**src/logic/rdtov_pkg.sv**
```systemverilog
// Purpose: Shared constants of the residual definite-time overvoltage block
// Assumes: 125 MHz mclk, 32-bit classic Wishbone register port
// Notes: Register words are byte addresses, one aligned word each
package rdtov_pkg;

    // Clock and processing tick
    localparam int unsigned CLK_PERIOD_NS = 8;
    localparam int unsigned TICK_PERIOD_NS = 1000000;
    localparam int unsigned TICK_CYCLES = (TICK_PERIOD_NS + CLK_PERIOD_NS - 1) / CLK_PERIOD_NS;

    // Register byte offsets
    localparam logic [7:0] ADDR_CTRL = 8'h00;
    localparam logic [7:0] ADDR_LEVEL = 8'h04;
    localparam logic [7:0] ADDR_DELAY = 8'h08;
    localparam logic [7:0] ADDR_NOMINAL = 8'h0C;
    localparam logic [7:0] ADDR_STATUS = 8'h10;
    localparam logic [7:0] ADDR_IRQ_STAT = 8'h14;
    localparam logic [7:0] ADDR_IRQ_MASK = 8'h18;

    // Control fields
    localparam int CTRL_OPER_BIT = 0;
    localparam int CTRL_PONLY_BIT = 1;
    localparam logic CTRL_OPER_RESET = 1'b1;
    localparam logic CTRL_PONLY_RESET = 1'b0;

    // Pickup level, percent of nominal
    localparam int LEVEL_W = 7;
    localparam logic [6:0] LEVEL_MIN = 7'h02;
    localparam logic [6:0] LEVEL_MAX = 7'h3C;
    localparam logic [6:0] LEVEL_RESET = 7'h1E;
    localparam logic [6:0] PCT_SCALE = 7'h64;

    // Definite delay, milliseconds
    localparam int DELAY_W = 16;
    localparam logic [15:0] DELAY_MAX = 16'hEA60;
    localparam logic [15:0] DELAY_RESET = 16'h0064;

    // Measurement and nominal scaling
    localparam int MEAS_W = 16;
    localparam int PROD_W = MEAS_W + LEVEL_W;
    localparam logic [15:0] NOMINAL_RESET = 16'h2710;

    // Status and interrupt fields
    localparam int STAT_PICKUP_BIT = 0;
    localparam int STAT_TRIP_BIT = 1;
    localparam int STAT_GPICK_BIT = 2;
    localparam int STAT_GTRIP_BIT = 3;
    localparam int STAT_BLOCK_BIT = 4;
    localparam int IRQ_W = 3;
    localparam int IRQ_PICK_RISE = 0;
    localparam int IRQ_TRIP_RISE = 1;
    localparam int IRQ_PICK_FALL = 2;

endpackage : rdtov_pkg

```
**src/logic/rdtov_delay_timer.sv**
```systemverilog
// Purpose: Definite-time delay counter in millisecond steps
// Assumes: run held high while picked up
// Notes: Prescaler restarts with run so every delay is exact
`timescale 1ns/100ps
module rdtov_delay_timer
    import rdtov_pkg::*;
#(
    parameter int unsigned TICK_CYCLES_P = TICK_CYCLES,
    parameter int DW = DELAY_W
) (
    // Clock and reset
    input wire logic mclk,
    input wire logic nrst,
    // Control
    input wire logic run,
    input wire logic [DW-1:0] delay_ms,
    // Result
    output logic [DW-1:0] elapsed_ms,
    output logic done
);

    localparam int PW = $clog2(TICK_CYCLES_P + 1);
    localparam logic [PW-1:0] PRE_LAST = PW'(TICK_CYCLES_P - 1);

    logic [PW-1:0] prescale;

    // Prescaler counts mclk cycles of one millisecond
    always_ff @(posedge mclk or negedge nrst) begin
        if (!nrst) begin
            prescale <= '0;
        end else if (!run || prescale == PRE_LAST) begin
            prescale <= '0;
        end else begin
            prescale <= prescale + 1'b1;
        end
    end

    // Elapsed time saturates at the setting so a long hold cannot wrap
    always_ff @(posedge mclk or negedge nrst) begin
        if (!nrst) begin
            elapsed_ms <= '0;
        end else if (!run) begin
            elapsed_ms <= '0;
        end else if (prescale == PRE_LAST && elapsed_ms < delay_ms) begin
            elapsed_ms <= elapsed_ms + 1'b1;
        end
    end

    assign done = run && (elapsed_ms >= delay_ms);

endmodule : rdtov_delay_timer

```
**src/logic/rdtov_top.sv**
```systemverilog
// Purpose: Residual definite-time overvoltage decision block with Wishbone registers
// Assumes: Measurement and block input come from logic on mclk
// Notes: Outputs lag the measurement by two clocks and the block input by one; delay resolution is 1 ms
`timescale 1ns/100ps
module rdtov_top
    import rdtov_pkg::*;
#(
    parameter int unsigned TICK_CYCLES_P = TICK_CYCLES
) (
    // Clock and reset
    input wire logic mclk,
    input wire logic nrst,
    // Wishbone slave
    input wire logic wb_cyc_i,
    input wire logic wb_stb_i,
    input wire logic wb_we_i,
    input wire logic [7:0] wb_adr_i,
    input wire logic [3:0] wb_sel_i,
    input wire logic [31:0] wb_dat_i,
    output logic [31:0] wb_dat_o,
    output logic wb_ack_o,
    // Measurement and blocking
    input wire logic [MEAS_W-1:0] residual_fundamental_rms,
    input wire logic block_input,
    // Decisions
    output logic general_pickup_out,
    output logic general_trip_out,
    output logic irq
);

    // Settings
    logic function_operation_select;
    logic pickup_only_select;
    logic [LEVEL_W-1:0] residual_pickup_level;
    logic [DELAY_W-1:0] definite_delay_setting;
    logic [MEAS_W-1:0] nominal_level;

    // State
    logic pickup_flag;
    logic delayed_trip_flag;
    logic [IRQ_W-1:0] irq_status;
    logic [IRQ_W-1:0] irq_mask;
    logic [DELAY_W-1:0] elapsed_ms;
    logic delay_done;

    // Bus decode
    logic bus_req;
    logic wr_en;
    logic [31:0] next_nominal;
    logic [31:0] next_rd;

    // Decision terms
    logic [PROD_W-1:0] meas_scaled;
    logic [PROD_W-1:0] level_scaled;
    logic above_level;
    logic next_pickup;
    logic next_trip;
    logic next_gpick;
    logic next_gtrip;
    logic [IRQ_W-1:0] irq_event;

    // Byte-lane merge of a write into the current register value
    function automatic logic [31:0] merge_lanes(input logic [31:0] old_v, input logic [31:0] new_v,
                                                input logic [3:0] sel);
        logic [31:0] r;
        r = old_v;
        for (int i = 0; i < 4; i++) begin
            if (sel[i]) begin
                r[i*8 +: 8] = new_v[i*8 +: 8];
            end
        end
        return r;
    endfunction : merge_lanes

    // Out-of-range level and delay settings are clamped rather than refused, so a setting is always legal
    function automatic logic [LEVEL_W-1:0] clamp_level(input logic [31:0] v);
        logic [LEVEL_W-1:0] r;
        if (v < 32'(LEVEL_MIN)) begin
            r = LEVEL_MIN;
        end else if (v > 32'(LEVEL_MAX)) begin
            r = LEVEL_MAX;
        end else begin
            r = v[LEVEL_W-1:0];
        end
        return r;
    endfunction : clamp_level

    function automatic logic [DELAY_W-1:0] clamp_delay(input logic [31:0] v);
        logic [DELAY_W-1:0] r;
        if (v > 32'(DELAY_MAX)) begin
            r = DELAY_MAX;
        end else begin
            r = v[DELAY_W-1:0];
        end
        return r;
    endfunction : clamp_delay

    // ---- Wishbone slave: one wait state, ack for one cycle ----
    assign bus_req = wb_cyc_i && wb_stb_i && !wb_ack_o;
    assign wr_en = bus_req && wb_we_i;

    always_ff @(posedge mclk or negedge nrst) begin
        if (!nrst) begin
            wb_ack_o <= 1'b0;
        end else begin
            wb_ack_o <= bus_req;
        end
    end

    always_comb begin
        next_rd = 32'h0000_0000;
        if (wb_adr_i == ADDR_CTRL) begin
            next_rd[CTRL_OPER_BIT] = function_operation_select;
            next_rd[CTRL_PONLY_BIT] = pickup_only_select;
        end else if (wb_adr_i == ADDR_LEVEL) begin
            next_rd[LEVEL_W-1:0] = residual_pickup_level;
        end else if (wb_adr_i == ADDR_DELAY) begin
            next_rd[DELAY_W-1:0] = definite_delay_setting;
        end else if (wb_adr_i == ADDR_NOMINAL) begin
            next_rd[MEAS_W-1:0] = nominal_level;
        end else if (wb_adr_i == ADDR_STATUS) begin
            next_rd[STAT_PICKUP_BIT] = pickup_flag;
            next_rd[STAT_TRIP_BIT] = delayed_trip_flag;
            next_rd[STAT_GPICK_BIT] = general_pickup_out;
            next_rd[STAT_GTRIP_BIT] = general_trip_out;
            next_rd[STAT_BLOCK_BIT] = block_input;
        end else if (wb_adr_i == ADDR_IRQ_STAT) begin
            next_rd[IRQ_W-1:0] = irq_status;
        end else if (wb_adr_i == ADDR_IRQ_MASK) begin
            next_rd[IRQ_W-1:0] = irq_mask;
        end
    end

    // Read data registered with the ack; unmapped addresses read zero
    always_ff @(posedge mclk or negedge nrst) begin
        if (!nrst) begin
            wb_dat_o <= 32'h0000_0000;
        end else if (bus_req && !wb_we_i) begin
            wb_dat_o <= next_rd;
        end
    end

    // ---- Settings registers ----
    always_ff @(posedge mclk or negedge nrst) begin
        if (!nrst) begin
            function_operation_select <= CTRL_OPER_RESET;
            pickup_only_select <= CTRL_PONLY_RESET;
        end else if (wr_en && wb_adr_i == ADDR_CTRL && wb_sel_i[0]) begin
            function_operation_select <= wb_dat_i[CTRL_OPER_BIT];
            pickup_only_select <= wb_dat_i[CTRL_PONLY_BIT];
        end
    end

    always_ff @(posedge mclk or negedge nrst) begin
        if (!nrst) begin
            residual_pickup_level <= LEVEL_RESET;
        end else if (wr_en && wb_adr_i == ADDR_LEVEL) begin
            residual_pickup_level <= clamp_level(merge_lanes(32'(residual_pickup_level), wb_dat_i, wb_sel_i));
        end
    end

    always_ff @(posedge mclk or negedge nrst) begin
        if (!nrst) begin
            definite_delay_setting <= DELAY_RESET;
        end else if (wr_en && wb_adr_i == ADDR_DELAY) begin
            definite_delay_setting <= clamp_delay(merge_lanes(32'(definite_delay_setting), wb_dat_i, wb_sel_i));
        end
    end

    // A nominal too wide for the measurement path is ignored rather than truncated
    assign next_nominal = merge_lanes(32'(nominal_level), wb_dat_i, wb_sel_i);

    always_ff @(posedge mclk or negedge nrst) begin
        if (!nrst) begin
            nominal_level <= NOMINAL_RESET;
        end else if (wr_en && wb_adr_i == ADDR_NOMINAL && next_nominal[31:MEAS_W] == '0) begin
            nominal_level <= next_nominal[MEAS_W-1:0];
        end
    end

    // ---- Start decision ----
    // Cross-multiplied compare avoids a divider: rms * 100 > level * nominal
    assign meas_scaled = PROD_W'(residual_fundamental_rms) * PROD_W'(PCT_SCALE);
    assign level_scaled = PROD_W'(residual_pickup_level) * PROD_W'(nominal_level);
    assign above_level = meas_scaled > level_scaled;
    assign next_pickup = function_operation_select && above_level;

    always_ff @(posedge mclk or negedge nrst) begin
        if (!nrst) begin
            pickup_flag <= 1'b0;
        end else begin
            pickup_flag <= next_pickup;
        end
    end

    // ---- Definite delay: fixed by the setting alone ----
    rdtov_delay_timer #(
        .TICK_CYCLES_P(TICK_CYCLES_P),
        .DW(DELAY_W)
    ) u_delay (
        .mclk(mclk),
        .nrst(nrst),
        .run(pickup_flag),
        .delay_ms(definite_delay_setting),
        .elapsed_ms(elapsed_ms),
        .done(delay_done)
    );

    // Trip needs the level still exceeded in the same cycle the delay completes
    assign next_trip = next_pickup && delay_done;

    always_ff @(posedge mclk or negedge nrst) begin
        if (!nrst) begin
            delayed_trip_flag <= 1'b0;
        end else begin
            delayed_trip_flag <= next_trip;
        end
    end

    // ---- Decision logic ----
    assign next_gpick = pickup_flag && function_operation_select && !block_input;
    assign next_gtrip = delayed_trip_flag && function_operation_select && !block_input
                        && !pickup_only_select;

    always_ff @(posedge mclk or negedge nrst) begin
        if (!nrst) begin
            general_pickup_out <= 1'b0;
            general_trip_out <= 1'b0;
        end else begin
            general_pickup_out <= next_gpick;
            general_trip_out <= next_gtrip;
        end
    end

    // ---- Interrupts: sticky, write one to clear, set beats clear ----
    assign irq_event[IRQ_PICK_RISE] = next_gpick && !general_pickup_out;
    assign irq_event[IRQ_TRIP_RISE] = next_gtrip && !general_trip_out;
    assign irq_event[IRQ_PICK_FALL] = !next_gpick && general_pickup_out;

    always_ff @(posedge mclk or negedge nrst) begin
        if (!nrst) begin
            irq_status <= '0;
        end else if (wr_en && wb_adr_i == ADDR_IRQ_STAT && wb_sel_i[0]) begin
            irq_status <= (irq_status & ~wb_dat_i[IRQ_W-1:0]) | irq_event;
        end else begin
            irq_status <= irq_status | irq_event;
        end
    end

    always_ff @(posedge mclk or negedge nrst) begin
        if (!nrst) begin
            irq_mask <= '0;
        end else if (wr_en && wb_adr_i == ADDR_IRQ_MASK && wb_sel_i[0]) begin
            irq_mask <= wb_dat_i[IRQ_W-1:0];
        end
    end

    assign irq = |(irq_status & irq_mask);

    // ---- Checks ----
    AST_PICKUP_CAUSE: assert property (@(posedge mclk) disable iff (!nrst)
        function_operation_select && above_level |=> pickup_flag)
        else $error("pickup flag did not follow an exceeded level");

    AST_DROP_ALL: assert property (@(posedge mclk) disable iff (!nrst)
        !above_level |=> !pickup_flag && !delayed_trip_flag ##1 elapsed_ms == '0)
        else $error("drop-out did not clear pickup, trip and delay");

    AST_LEVEL_RANGE: assert property (@(posedge mclk) disable iff (!nrst)
        residual_pickup_level >= LEVEL_MIN && residual_pickup_level <= LEVEL_MAX)
        else $error("start level outside its range");

    AST_DELAY_RANGE: assert property (@(posedge mclk) disable iff (!nrst)
        definite_delay_setting <= DELAY_MAX)
        else $error("delay setting above its maximum");

    AST_TRIP_AFTER_DELAY: assert property (@(posedge mclk) disable iff (!nrst)
        $rose(delayed_trip_flag) |-> $past(pickup_flag) && $past(elapsed_ms) >= $past(definite_delay_setting))
        else $error("trip rose before the delay elapsed");

    AST_TRIP_FIXED_TIME: assert property (@(posedge mclk) disable iff (!nrst)
        pickup_flag && above_level && function_operation_select && delay_done |=> delayed_trip_flag)
        else $error("trip late although the delay had elapsed");

    AST_OFF_QUIET: assert property (@(posedge mclk) disable iff (!nrst)
        !function_operation_select |=> !general_pickup_out && !general_trip_out)
        else $error("output asserted while operation is off");

    AST_PICKUP_ONLY: assert property (@(posedge mclk) disable iff (!nrst)
        pickup_only_select |=> !general_trip_out)
        else $error("general trip asserted in pickup-only mode");

    AST_BLOCKED: assert property (@(posedge mclk) disable iff (!nrst)
        block_input |=> !general_pickup_out && !general_trip_out)
        else $error("output asserted while blocked");

    AST_GEN_PICKUP: assert property (@(posedge mclk) disable iff (!nrst)
        pickup_flag && function_operation_select && !block_input |=> general_pickup_out)
        else $error("general pickup missing");

    AST_GEN_TRIP: assert property (@(posedge mclk) disable iff (!nrst)
        delayed_trip_flag && function_operation_select && !block_input && !pickup_only_select |=> general_trip_out)
        else $error("general trip missing");

    AST_PICKUP_NEEDS_LEVEL: assert property (@(posedge mclk) disable iff (!nrst)
        $rose(pickup_flag) |-> $past(function_operation_select) && $past(above_level))
        else $error("pickup rose without an exceeded level");

    AST_TRIP_NEEDS_PICKUP: assert property (@(posedge mclk) disable iff (!nrst)
        delayed_trip_flag |-> pickup_flag)
        else $error("trip flag without pickup");

    AST_TIMER_RESTART: assert property (@(posedge mclk) disable iff (!nrst)
        !pickup_flag |=> elapsed_ms == '0)
        else $error("delay count kept after drop-out");

    AST_OFF_NO_PICKUP: assert property (@(posedge mclk) disable iff (!nrst)
        !function_operation_select |=> !pickup_flag)
        else $error("pickup flag raised while operation is off");

    AST_PONLY_PICKUP_KEPT: assert property (@(posedge mclk) disable iff (!nrst)
        pickup_flag && function_operation_select && !block_input && pickup_only_select |=> general_pickup_out)
        else $error("general pickup lost in pickup-only mode");

    AST_GPICK_NEEDS_PICKUP: assert property (@(posedge mclk) disable iff (!nrst)
        general_pickup_out |-> $past(pickup_flag) && !$past(block_input) && $past(function_operation_select))
        else $error("general pickup without its causes");

    AST_GTRIP_NEEDS_TRIP: assert property (@(posedge mclk) disable iff (!nrst)
        general_trip_out |-> $past(delayed_trip_flag) && !$past(pickup_only_select))
        else $error("general trip without its causes");

endmodule : rdtov_top

```
**config.mk**
```make
export PLATFORM = sky130hd
export DESIGN_NAME = rdtov_top
export DESIGN_NICKNAME = d
export VERILOG_FILES = /design/src/logic/rdtov_pkg.sv /design/src/logic/rdtov_delay_timer.sv /design/src/logic/rdtov_top.sv
export SDC_FILE = /design/constraint.sdc
export NUM_CORES = 1
export LEC_CHECK = 0
export BUFFER_PORTS_ARGS = -buffer_cell sky130_fd_sc_hd__buf_4
export CORE_MARGIN = 2
export CORE_UTILIZATION = 45
export DETAILED_ROUTE_END_ITERATION = 6
export PLACE_DENSITY_LB_ADDON = 0.1
export SLEW_MARGIN = 10
export SYNTH_ARGS = -nofsm -noshare
export SYNTH_HDL_FRONTEND = slang
export SYNTH_SLANG_ARGS = --single-unit
```
**constraint.sdc**
```tcl
create_clock -name mclk -period 8.3 [get_ports mclk]
set_input_delay 0.415 -clock mclk [delete_from_list [all_inputs] [get_ports mclk]]
set_output_delay 0.415 -clock mclk [all_outputs]
set_load 0.01 [all_outputs]
```
==> results of run 1 <==
==> synth_stat cells, types with 23 or more instances <==
cell / number
nor2_1: 81
inv_1: 167
and2_1: 79
o21ai_0: 40
clkbuf_1: 31
ha_1: 132
nand2_1: 83
fa_1: 80
a21oi_1: 70
nand3_1: 23
a21o_1: 23
mux2_2: 23
xor2_1: 27
dfrtp_1: 88
==> worst reg2reg max path: stages, from the launching register on <==
cell and delay [ns]:
dfstp_2 0.74, and2_1 0.20, fa_1 0.44, fa_1 0.53, fa_1 0.54, inv_1 0.05
fa_1 0.53, inv_1 0.04, ha_1 0.35, a21o_1 0.21, a21o_1 0.17, a21o_1 0.18
nor3_1 0.40, nor3_1 0.14, or2_2 0.32, a311o_1 0.35, ha_1 0.29, nand4_1 0.12
nor2_1 0.17, nand2_1 0.06, o21ai_0 0.25, nor3_1 0.09
==> flip-flops by register name, indices dropped and copies added, names as in the netlist <==
register / count
definite_delay_setting: 16
pickup_only_select: 1
irq_status: 3
u_delay.elapsed_ms: 16
wb_dat_o: 16
wb_ack_o: 1
nominal_level: 16
irq_mask: 3
pickup_flag: 1
delayed_trip_flag: 1
function_operation_select: 1
general_trip_out: 1
residual_pickup_level: 7
general_pickup_out: 1
u_delay.prescale: 17
==> layer usage <==
metal / track usage / vias up / wire (um)
li1: - / 4403 / -
met4: 0.05114 / 0 / 495
met2: 0.3195 / 194 / 11640
met5: 0 / - / 0
met3: 0.03107 / 23 / 1108
met1: 0.3240 / 4367 / 13640
==> layout by cell type (no fill, tap or decap), types with 11 or more instances in the layout <==
cell type,netlist,routed
o21a_1,14,14
a221oi_1,11,11
dfstp_2,13,13
conb_1,1,16
and3_1,11,11
xnor2_1,14,14
xor2_1,27,27
nor3_1,21,20
nor2_1,81,81
or4_1,12,12
ha_1,132,132
mux2_2,23,23
a21oi_1,70,70
a21o_1,23,23
dfrtp_1,88,88
nand3_1,23,23
o21ai_0,40,40
and2_1,79,79
nand4_1,20,20
inv_1,167,167
nand2_1,83,83
fa_1,80,80
a22o_1,13,13
or3_1,13,13
o31ai_1,16,16
buf_4,16,87
==> power by group <==
| part | switching [mW] | leakage [nW] | internal, mW |
|---|---|---|---|
| combinational | 0.250 | 4.73 | 0.205 |
| clock | 0.208 | 0.151 | 0.247 |
| sequential | 0.00695 | 1.31 | 0.502 |
| total | 0.465 | 6.19 | 0.954 |
==> cells by family after synthesis <==
family | after synthesis | synth area share
AO/OA/AOI/OAI | 244 | 0.1450
XOR/XNOR | 41 | 0.03218
adder cells (fa/ha/maj) | 212 | 0.2915
buffers and inverters | 222 | 0.08096
flip-flops | 101 | 0.2280
multiplexers | 30 | 0.02949
other | 1 | 0.0003361
AND/OR/NAND/NOR | 401 | 0.1925
==> final cells by class <==
| type | instances | area, um2 | area share |
|---|---|---|---|
| Multi-Input combinational cell | 944 | 7772 | 0.6312 |
| Sequential cell | 101 | 2544 | 0.2066 |
| Timing Repair Buffer | 87 | 653.1 | 0.05304 |
| Inverter | 168 | 630.6 | 0.05121 |
| Tap cell | 324 | 405.4 | 0.03292 |
| Clock buffer | 11 | 242.7 | 0.01971 |
| Clock inverter | 5 | 65.06 | 0.005284 |
==> path summary, 6_finish.rpt <==
path,from,to,cells after the start
setup / recovery,residual_pickup_level[4],delayed_trip_flag,21
hold / removal,nrst,nominal_level[0],1
setup reg to reg,residual_pickup_level[4],delayed_trip_flag,21
hold reg to reg,wb_dat_o[2],wb_dat_o[2],1
max in group asynchronous,nrst,u_delay.elapsed_ms[8],2
min in group mclk,wb_dat_i[12],definite_delay_setting[12],2
==> results.ini, run 1 <==
[detailed_routing]
vias_per_cell=5.480
drc=0
dr_total_vias=8987
drt-total-wl_um=26880
ant_nets=0
route.detailed.wl_per_inst_um=16.39
dr.first_iter.drc_count=475
dr.pass1.iters=6

[run_status]
status=finished, final reports clean

[global_route]
grt_pass1_vias=8649
gr-total-overflow=0
grtUsageTotal=0.2134
grt_max_degree=59
grt_pass1_wl_um=45010
antenna_found_initial=0

[sta]
finClkSkew_ns=0.007077
final.period_utilization=0.7609
timing.final.hold_violations=0
fin_crit_ns=6.316
setup_slack_ns=1.984
relSlewSlack=0.3511
max_freq_mhz=158.3
fin_setup_tns_ns=0
rsz0062_at_grt=no
setup_viol=0
whs_ns=0.05200
drv_slew=0
worstMarginPinSlew_ns=0.9697

[floorplan]
io_pins=102
core_area_um2=24320
start_util=0.4588
num_rows=57
die_h_um=161.5
die_w_um=161.5
die_area_um2=26070

[worst_setup_path]
path_class=register to register
startpoint_type=register
worstPathRequired_ns=8.52
cpMostUsedCell=fa_1
crit_chain=and2_1 > fa_1 > fa_1 > fa_1 > inv_1 > fa_1 > inv_1 > ha_1 > a21o_1 > a21o_1 > a21o_1 > nor3_1 > nor3_1 > or2_2 > a311o_1 > ha_1 > nand4_1 > nor2_1 > nand2_1 > o21ai_0 > nor3_1
critPathBufInv=2
reg2reg_slack_ns=1.98
critPathTopFamily=adder cells
worst_path_largest_cell_delay_ns=0.74
arrival_ns=6.54
crit_fanout=19
cp_slowest_cell=dfstp_2
cp-end-kind=register

[clock_tree]
cts-root-buf=clkbuf_16
cts_tree=built
clk_latency_ns=0.36
clk_path_buf_depth=2
cts_hold_buffers=0
post-cts-setup-buffer-count=0
numCtsBuffers=9
cts-htree-levels=3
clock-sinks=101
ctsResizeCount=0
clk_pin_slew_worst_paths_ns=0.07

[final_layout]
fin_cells=1640
antenna_cells=0
drive_above_1_share=0.1185
nNetsFinal=1589
fill_cells=2362
utilization=0.5063
syn_to_final_growth_pct=10.35
design_area_um2=12310

[place]
gp_congestion=0.8200
dp_slack_ns=1.995
port-buffer-count=85
dp_hpwl_um=21280
placed_cell_area_um2=12010
dpl.cell_count=1624

[synth]
yosys_most_used_dff=dfrtp_1
yosys.area.top_type=dfrtp_1
syn-instance-count=1252
ys_warn_count=0
syn_area_um2=11160
synth-seq-cells=101
ys_types=73
yosysSeqAreaShare=0.2280
async_flop_share=1.000
synth-edff-count=0
synth.avg_cell_area_um2=8.912
synth_area_leaders=dfrtp_1, ha_1, fa_1
synth_top_area_share=0.1974

[power_and_ir_drop]
finalPower_mw=1.419
irDropWorstVdd_mv=0.1117
powerDensity_nw_per_um2=115.2
p_leak_nw=6.194

[flow_run]
max_cap_violations=0

[hold_path]
min_path_type=input pin to asynchronous set/reset pin

(Power assumes the default switching activity.)
==> run 2: changes to the inputs <==
==> constraint.sdc (replaced) <==
create_clock -name mclk -period 6.6 [get_ports mclk]
set_input_delay 0.33 -clock mclk [delete_from_list [all_inputs] [get_ports mclk]]
set_output_delay 0.33 -clock mclk [all_outputs]
set_load 0.01 [all_outputs]
==> run 2 against run 1 <==
Design area is 0.68% higher; register-to-register slack worse by 1.6 ns; highest routed layer unchanged; sequential power is 26% higher; die area stayed put; non-clock buffer count is 7 higher; sequential cell count stayed put; hold slack better by 0.19 ns; via count is 1.2% higher; clock skew hardly changed; sequential share of layout area is 0.14 points lower.
==> results.ini, run 2 (synthesis gave the netlist of run 1 again) <==
[sta]
finClkSkew_ns=0.007437
setup_slack_ns=0.4026
rsz0062_at_grt=no
worstMarginPinSlew_ns=0.9963
final.period_utilization=0.9390
fin_crit_ns=6.197
timing.final.hold_violations=0
fin_setup_tns_ns=0
relSlewSlack=0.3334
max_freq_mhz=161.4
setup_viol=0
drv_slew=0

[floorplan]
start_util=0.4588
die_area_um2=26070
die_w_um=161.5
io_pins=102
die_h_um=161.5
core_area_um2=24320
num_rows=57

[final_layout]
design_area_um2=12400
final_cell_mix=inv_1, ha_1, buf_4
top_register=u_delay.prescale
syn_to_final_growth_pct=11.10
drive_above_1_share=0.1232
nNetsFinal=1596
largest_register_ffs=17
layout_commonest_cell=inv_1
antenna_cells=0

[worst_setup_path]
r2r_cells=21
setup.worst_path.start=residual_pickup_level[4]
worstPathRequired_ns=6.83
startpoint_type=register
r2r-end=delayed_trip_flag
worstSetupEndpoint=delayed_trip_flag
cp-end-kind=register
arrival_ns=6.42
reg2reg_slack_ns=0.40
timing.rr.start=residual_pickup_level[4]
crit_fanout=19
path_class=register to register

[global_route]
grtUsageTotal=0.2135
grt_pass1_vias=8876
grt_max_degree=59
gr-total-overflow=0
grt_pass1_wl_um=45190
antenna_found_initial=0

[detailed_routing]
vias_per_cell=5.523
drc=0
dr_total_vias=9097
dr.first_iter.drc_count=489
route.detailed.wl_per_inst_um=16.41
ant_nets=0
drt-total-wl_um=27030
dr.pass1.iters=4

[clock_tree]
clk_path_buf_depth=2
clk_latency_ns=0.36
cts_tree=built
post-cts-setup-buffer-count=0
clk_pin_slew_worst_paths_ns=0.07
cts-htree-levels=3
numCtsBuffers=9
clock-sinks=101
cts-root-buf=clkbuf_16

[place]
gp_congestion=0.8514
port-buffer-count=85
placed_cell_area_um2=12050
dp_hpwl_um=21400
dp_slack_ns=0.3087

[hold_path]
min_path_type=input pin to register

[power_and_ir_drop]
p_leak_nw=6.242
powerDensity_nw_per_um2=146.8
finalPower_mw=1.820
irDropWorstVdd_mv=0.1266

[run_status]
status=finished, final reports clean

[flow_run]
max_cap_violations=0

run 2: how the worst min path moves through the flow:
stage / depth (start not counted) / startpoint / slack (ns) / endpoint
global route: 2 / wb_dat_i[8] / 0.23 / definite_delay_setting[8]
global placement: 1 / nrst / 0.37 / nominal_level[2]
CTS: 2 / wb_dat_i[12] / 0.23 / definite_delay_setting[12]
detailed placement: 1 / nrst / 0.37 / nominal_level[2]
finish: 2 / wb_dat_i[12] / 0.24 / definite_delay_setting[12]
floorplan: 0 / nrst / 0.03 / definite_delay_setting[0]
run 2: per-layer routing:
| metal | part of all wire | wire length (um) | GRT usage |
|---|---|---|---|
| met1 | 0.50 | 13440 | 0.3223 |
| met2 | 0.44 | 11860 | 0.3265 |
| met3 | 0.046 | 1249 | 0.02696 |
| met4 | 0.018 | 476 | 0.04870 |
| met5 | 0 | 0 | 0 |
run 2: through the flow:
step                hold slack, ns  instances    util
global route                0.2292       1647  0.5097
CTS                         0.2272       1647  0.5095
floorplan                  0.03441       1267       -
detailed placement          0.3720       1630  0.4955
global placement            0.3742       1630  0.4955
finish                      0.2389       1647  0.5097
run 2: worst max-delay path: stages (launching register included):
cell and delay (ns):
dfstp_2 0.75, and2_1 0.20, fa_1 0.43, fa_1 0.51, fa_1 0.54, inv_1 0.05, fa_1 0.53, inv_1 0.04
ha_1 0.35, a21o_1 0.21, a21o_1 0.17, a21o_1 0.19, nor3_2 0.29, nor3_1 0.12, or2_2 0.31, a311o_1 0.36
ha_1 0.29, nand4_1 0.14, nor2_1 0.18, nand2_1 0.06, o21ai_0 0.24, nor3_1 0.09
run 2: power by group:
part / internal, mW / switching (mW)
sequential: 0.632 / 0.00904
combinational: 0.260 / 0.318
clock: 0.349 / 0.252
run 2: layout make-up:
cell class                 instances  area, um2
sequential                       101       2544
tap                              324      405.4
clock inverter                     5      88.84
clock buffer                      11      242.7
fill                            2348      11920
timing repair buffer              94      708.2
multi-input combinational        944       7777
inverter                         168      630.6
run 2: repair_timing:
action                                  4_1_cts  5_1_grt
hold buffers                                  1        0
endpoints found under the setup margin        0        2
endpoints found under the hold margin         4        0
resized for setup                             0        1
==> run 3: changes to the inputs <==
--- a/config.mk
+++ b/config.mk
@@ -9,6 +9,7 @@
 export CORE_MARGIN = 2
 export CORE_UTILIZATION = 45
 export DETAILED_ROUTE_END_ITERATION = 6
+export GPL_TIMING_DRIVEN = 0
 export PLACE_DENSITY_LB_ADDON = 0.1
 export SLEW_MARGIN = 10
 export SYNTH_ARGS = -nofsm -noshare
==> constraint.sdc (replaced) <==
create_clock -name mclk -period 7.84 [get_ports mclk]
set_input_delay 0.392 -clock mclk [delete_from_list [all_inputs] [get_ports mclk]]
set_output_delay 0.392 -clock mclk [all_outputs]
set_load 0.01 [all_outputs]
==> run 3 against run 2 <==
Register-to-register slack better by 0.18 ns; wire length down 1.7%; highest routed layer unchanged; design area rose by 1.1%; critical path depth grew 2; largest cell class unchanged.
==> results.ini, run 3 (synthesis gave the netlist of run 1 again) <==
[run_status]
status=finished, final reports clean

[clock_tree]
cts-htree-levels=3
ctsResizeCount=0
numCtsBuffers=9
post-cts-setup-buffer-count=0
cts-root-buf=clkbuf_16
clock-sinks=101
clk_pin_slew_worst_paths_ns=0.07
clk_latency_ns=0.36
cts_hold_buffers=0
clk_path_buf_depth=2
cts_tree=built

[hold_path]
min_path_type=input pin to asynchronous set/reset pin

[power_and_ir_drop]
p_leak_nw=6.301
irDropWorstVdd_mv=0.09906
powerDensity_nw_per_um2=117.2
finalPower_mw=1.469

[sta]
final.period_utilization=0.9254
fin_setup_tns_ns=0
whs_ns=0.1616
finClkSkew_ns=0.01198
setup_viol=0
relSlewSlack=0.3637
fin_crit_ns=7.255
timing.final.hold_violations=0
rsz0062_at_grt=no
max_freq_mhz=137.8
worstMarginPinSlew_ns=0.9545
drv_slew=0

[detailed_routing]
dr_total_vias=9193
dr.pass1.iters=5
route.detailed.wl_per_inst_um=15.73
drc=0
ant_nets=0
vias_per_cell=5.443
drt-total-wl_um=26560
dr.first_iter.drc_count=587

[final_layout]
fill_cells=2366
drive_above_1_share=0.1253
largest_register_ffs=17
top_register=u_delay.prescale
syn_to_final_growth_pct=12.35
layout_commonest_cell=inv_1
antenna_cells=0
nNetsFinal=1638
fin_cells=1689
utilization=0.5155
final_cell_mix=inv_1, ha_1, buf_4

[floorplan]
start_util=0.4588
core_area_um2=24320
die_h_um=161.5
io_pins=102
die_area_um2=26070
num_rows=57
die_w_um=161.5

[place]
dp_hpwl_um=21210
dpl.cell_count=1673
port-buffer-count=82
gp_congestion=0.8717

[global_route]
grt_max_degree=102
gr-total-overflow=0
grt_pass1_wl_um=45210
grt_pass1_vias=8974
grtUsageTotal=0.2117
antenna_found_initial=0

[worst_setup_path]
arrival_ns=7.48
r2r_cells=23
reg2reg_slack_ns=0.58
cp-end-kind=register
worstPathRequired_ns=8.06
path_class=register to register
crit_fanout=10
startpoint_type=register

[flow_run]
max_cap_violations=0

[run 3: changes by cell type in the layout (fill, tap and decap cells not counted), sizes merged]
cell,change
clkinvlp,+2
clkbuf,+30
clkinv,+1
dlygate4sd3,-1
bufinv,-2
buf,+12
[run 3: cell type report]
type / count / area, um2 / share of cell area
multi-input combinational: 944 / 7772 / 0.6200
sequential: 101 / 2544 / 0.2029
inverter: 168 / 630.6 / 0.05030
timing repair buffer: 82 / 619.3 / 0.04941
tap: 324 / 405.4 / 0.03234
buffer: 54 / 272.8 / 0.02176
clock buffer: 10 / 239.0 / 0.01906
clock inverter: 6 / 52.55 / 0.004192
[run 3: worst paths after layout]
| path | start | endpoint |
|---|---|---|
| worst max-delay path | residual_pickup_level[4] | delayed_trip_flag |
| worst min-delay path | nrst | nominal_level[0] |
| worst max register to register | residual_pickup_level[4] | delayed_trip_flag |
| worst min register to register | u_delay.prescale[0] | u_delay.prescale[0] |
| max in group asynchronous | nrst | u_delay.elapsed_ms[15] |
| min in group mclk | wb_dat_i[15] | nominal_level[15] |
[run 3: through the flow]
step                      cell area [um2]  setup slack [ns]
after floorplan                     11210             1.881
after global placement              12240            0.5777
after detailed placement            12240            0.5629
after CTS                           12540            0.5488
after global routing                12540           0.09421
final                               12540            0.5846
[run 3: critical path, stage by stage (launching register included)]
cell and delay, ns:
dfstp_2 0.52, clkbuf_1 0.37, clkbuf_1 0.49, and2_1 0.22, fa_1 0.44, fa_1 0.52, fa_1 0.56, inv_1 0.06
fa_1 0.53, inv_1 0.04, ha_1 0.34, o21a_1 0.18, o21ai_0 0.21, a211oi_1 0.12, nor3_1 0.45, nor3_1 0.15
or2_2 0.32, a311o_1 0.35, ha_1 0.30, nand4_1 0.15, nor2_1 0.26, nand2_1 0.07, o21ai_0 0.39, nor3_1 0.10
[run 3: power breakdown]
part | switching [mW] | internal [mW] | leakage [nW] | total (mW)
logic | 0.263 | 0.221 | 4.85 | 0.484
clock network | 0.217 | 0.229 | 0.138 | 0.446
registers | 0.00719 | 0.532 | 1.31 | 0.539
[run 3: metal layers]
layer	track usage	vias to the layer above	wire, um
li1	-	4504	-
met1	0.3235	4467	13450
met2	0.3242	203	11720
met3	0.02825	19	1136
met4	0.03450	0	259
met5	0	-	0
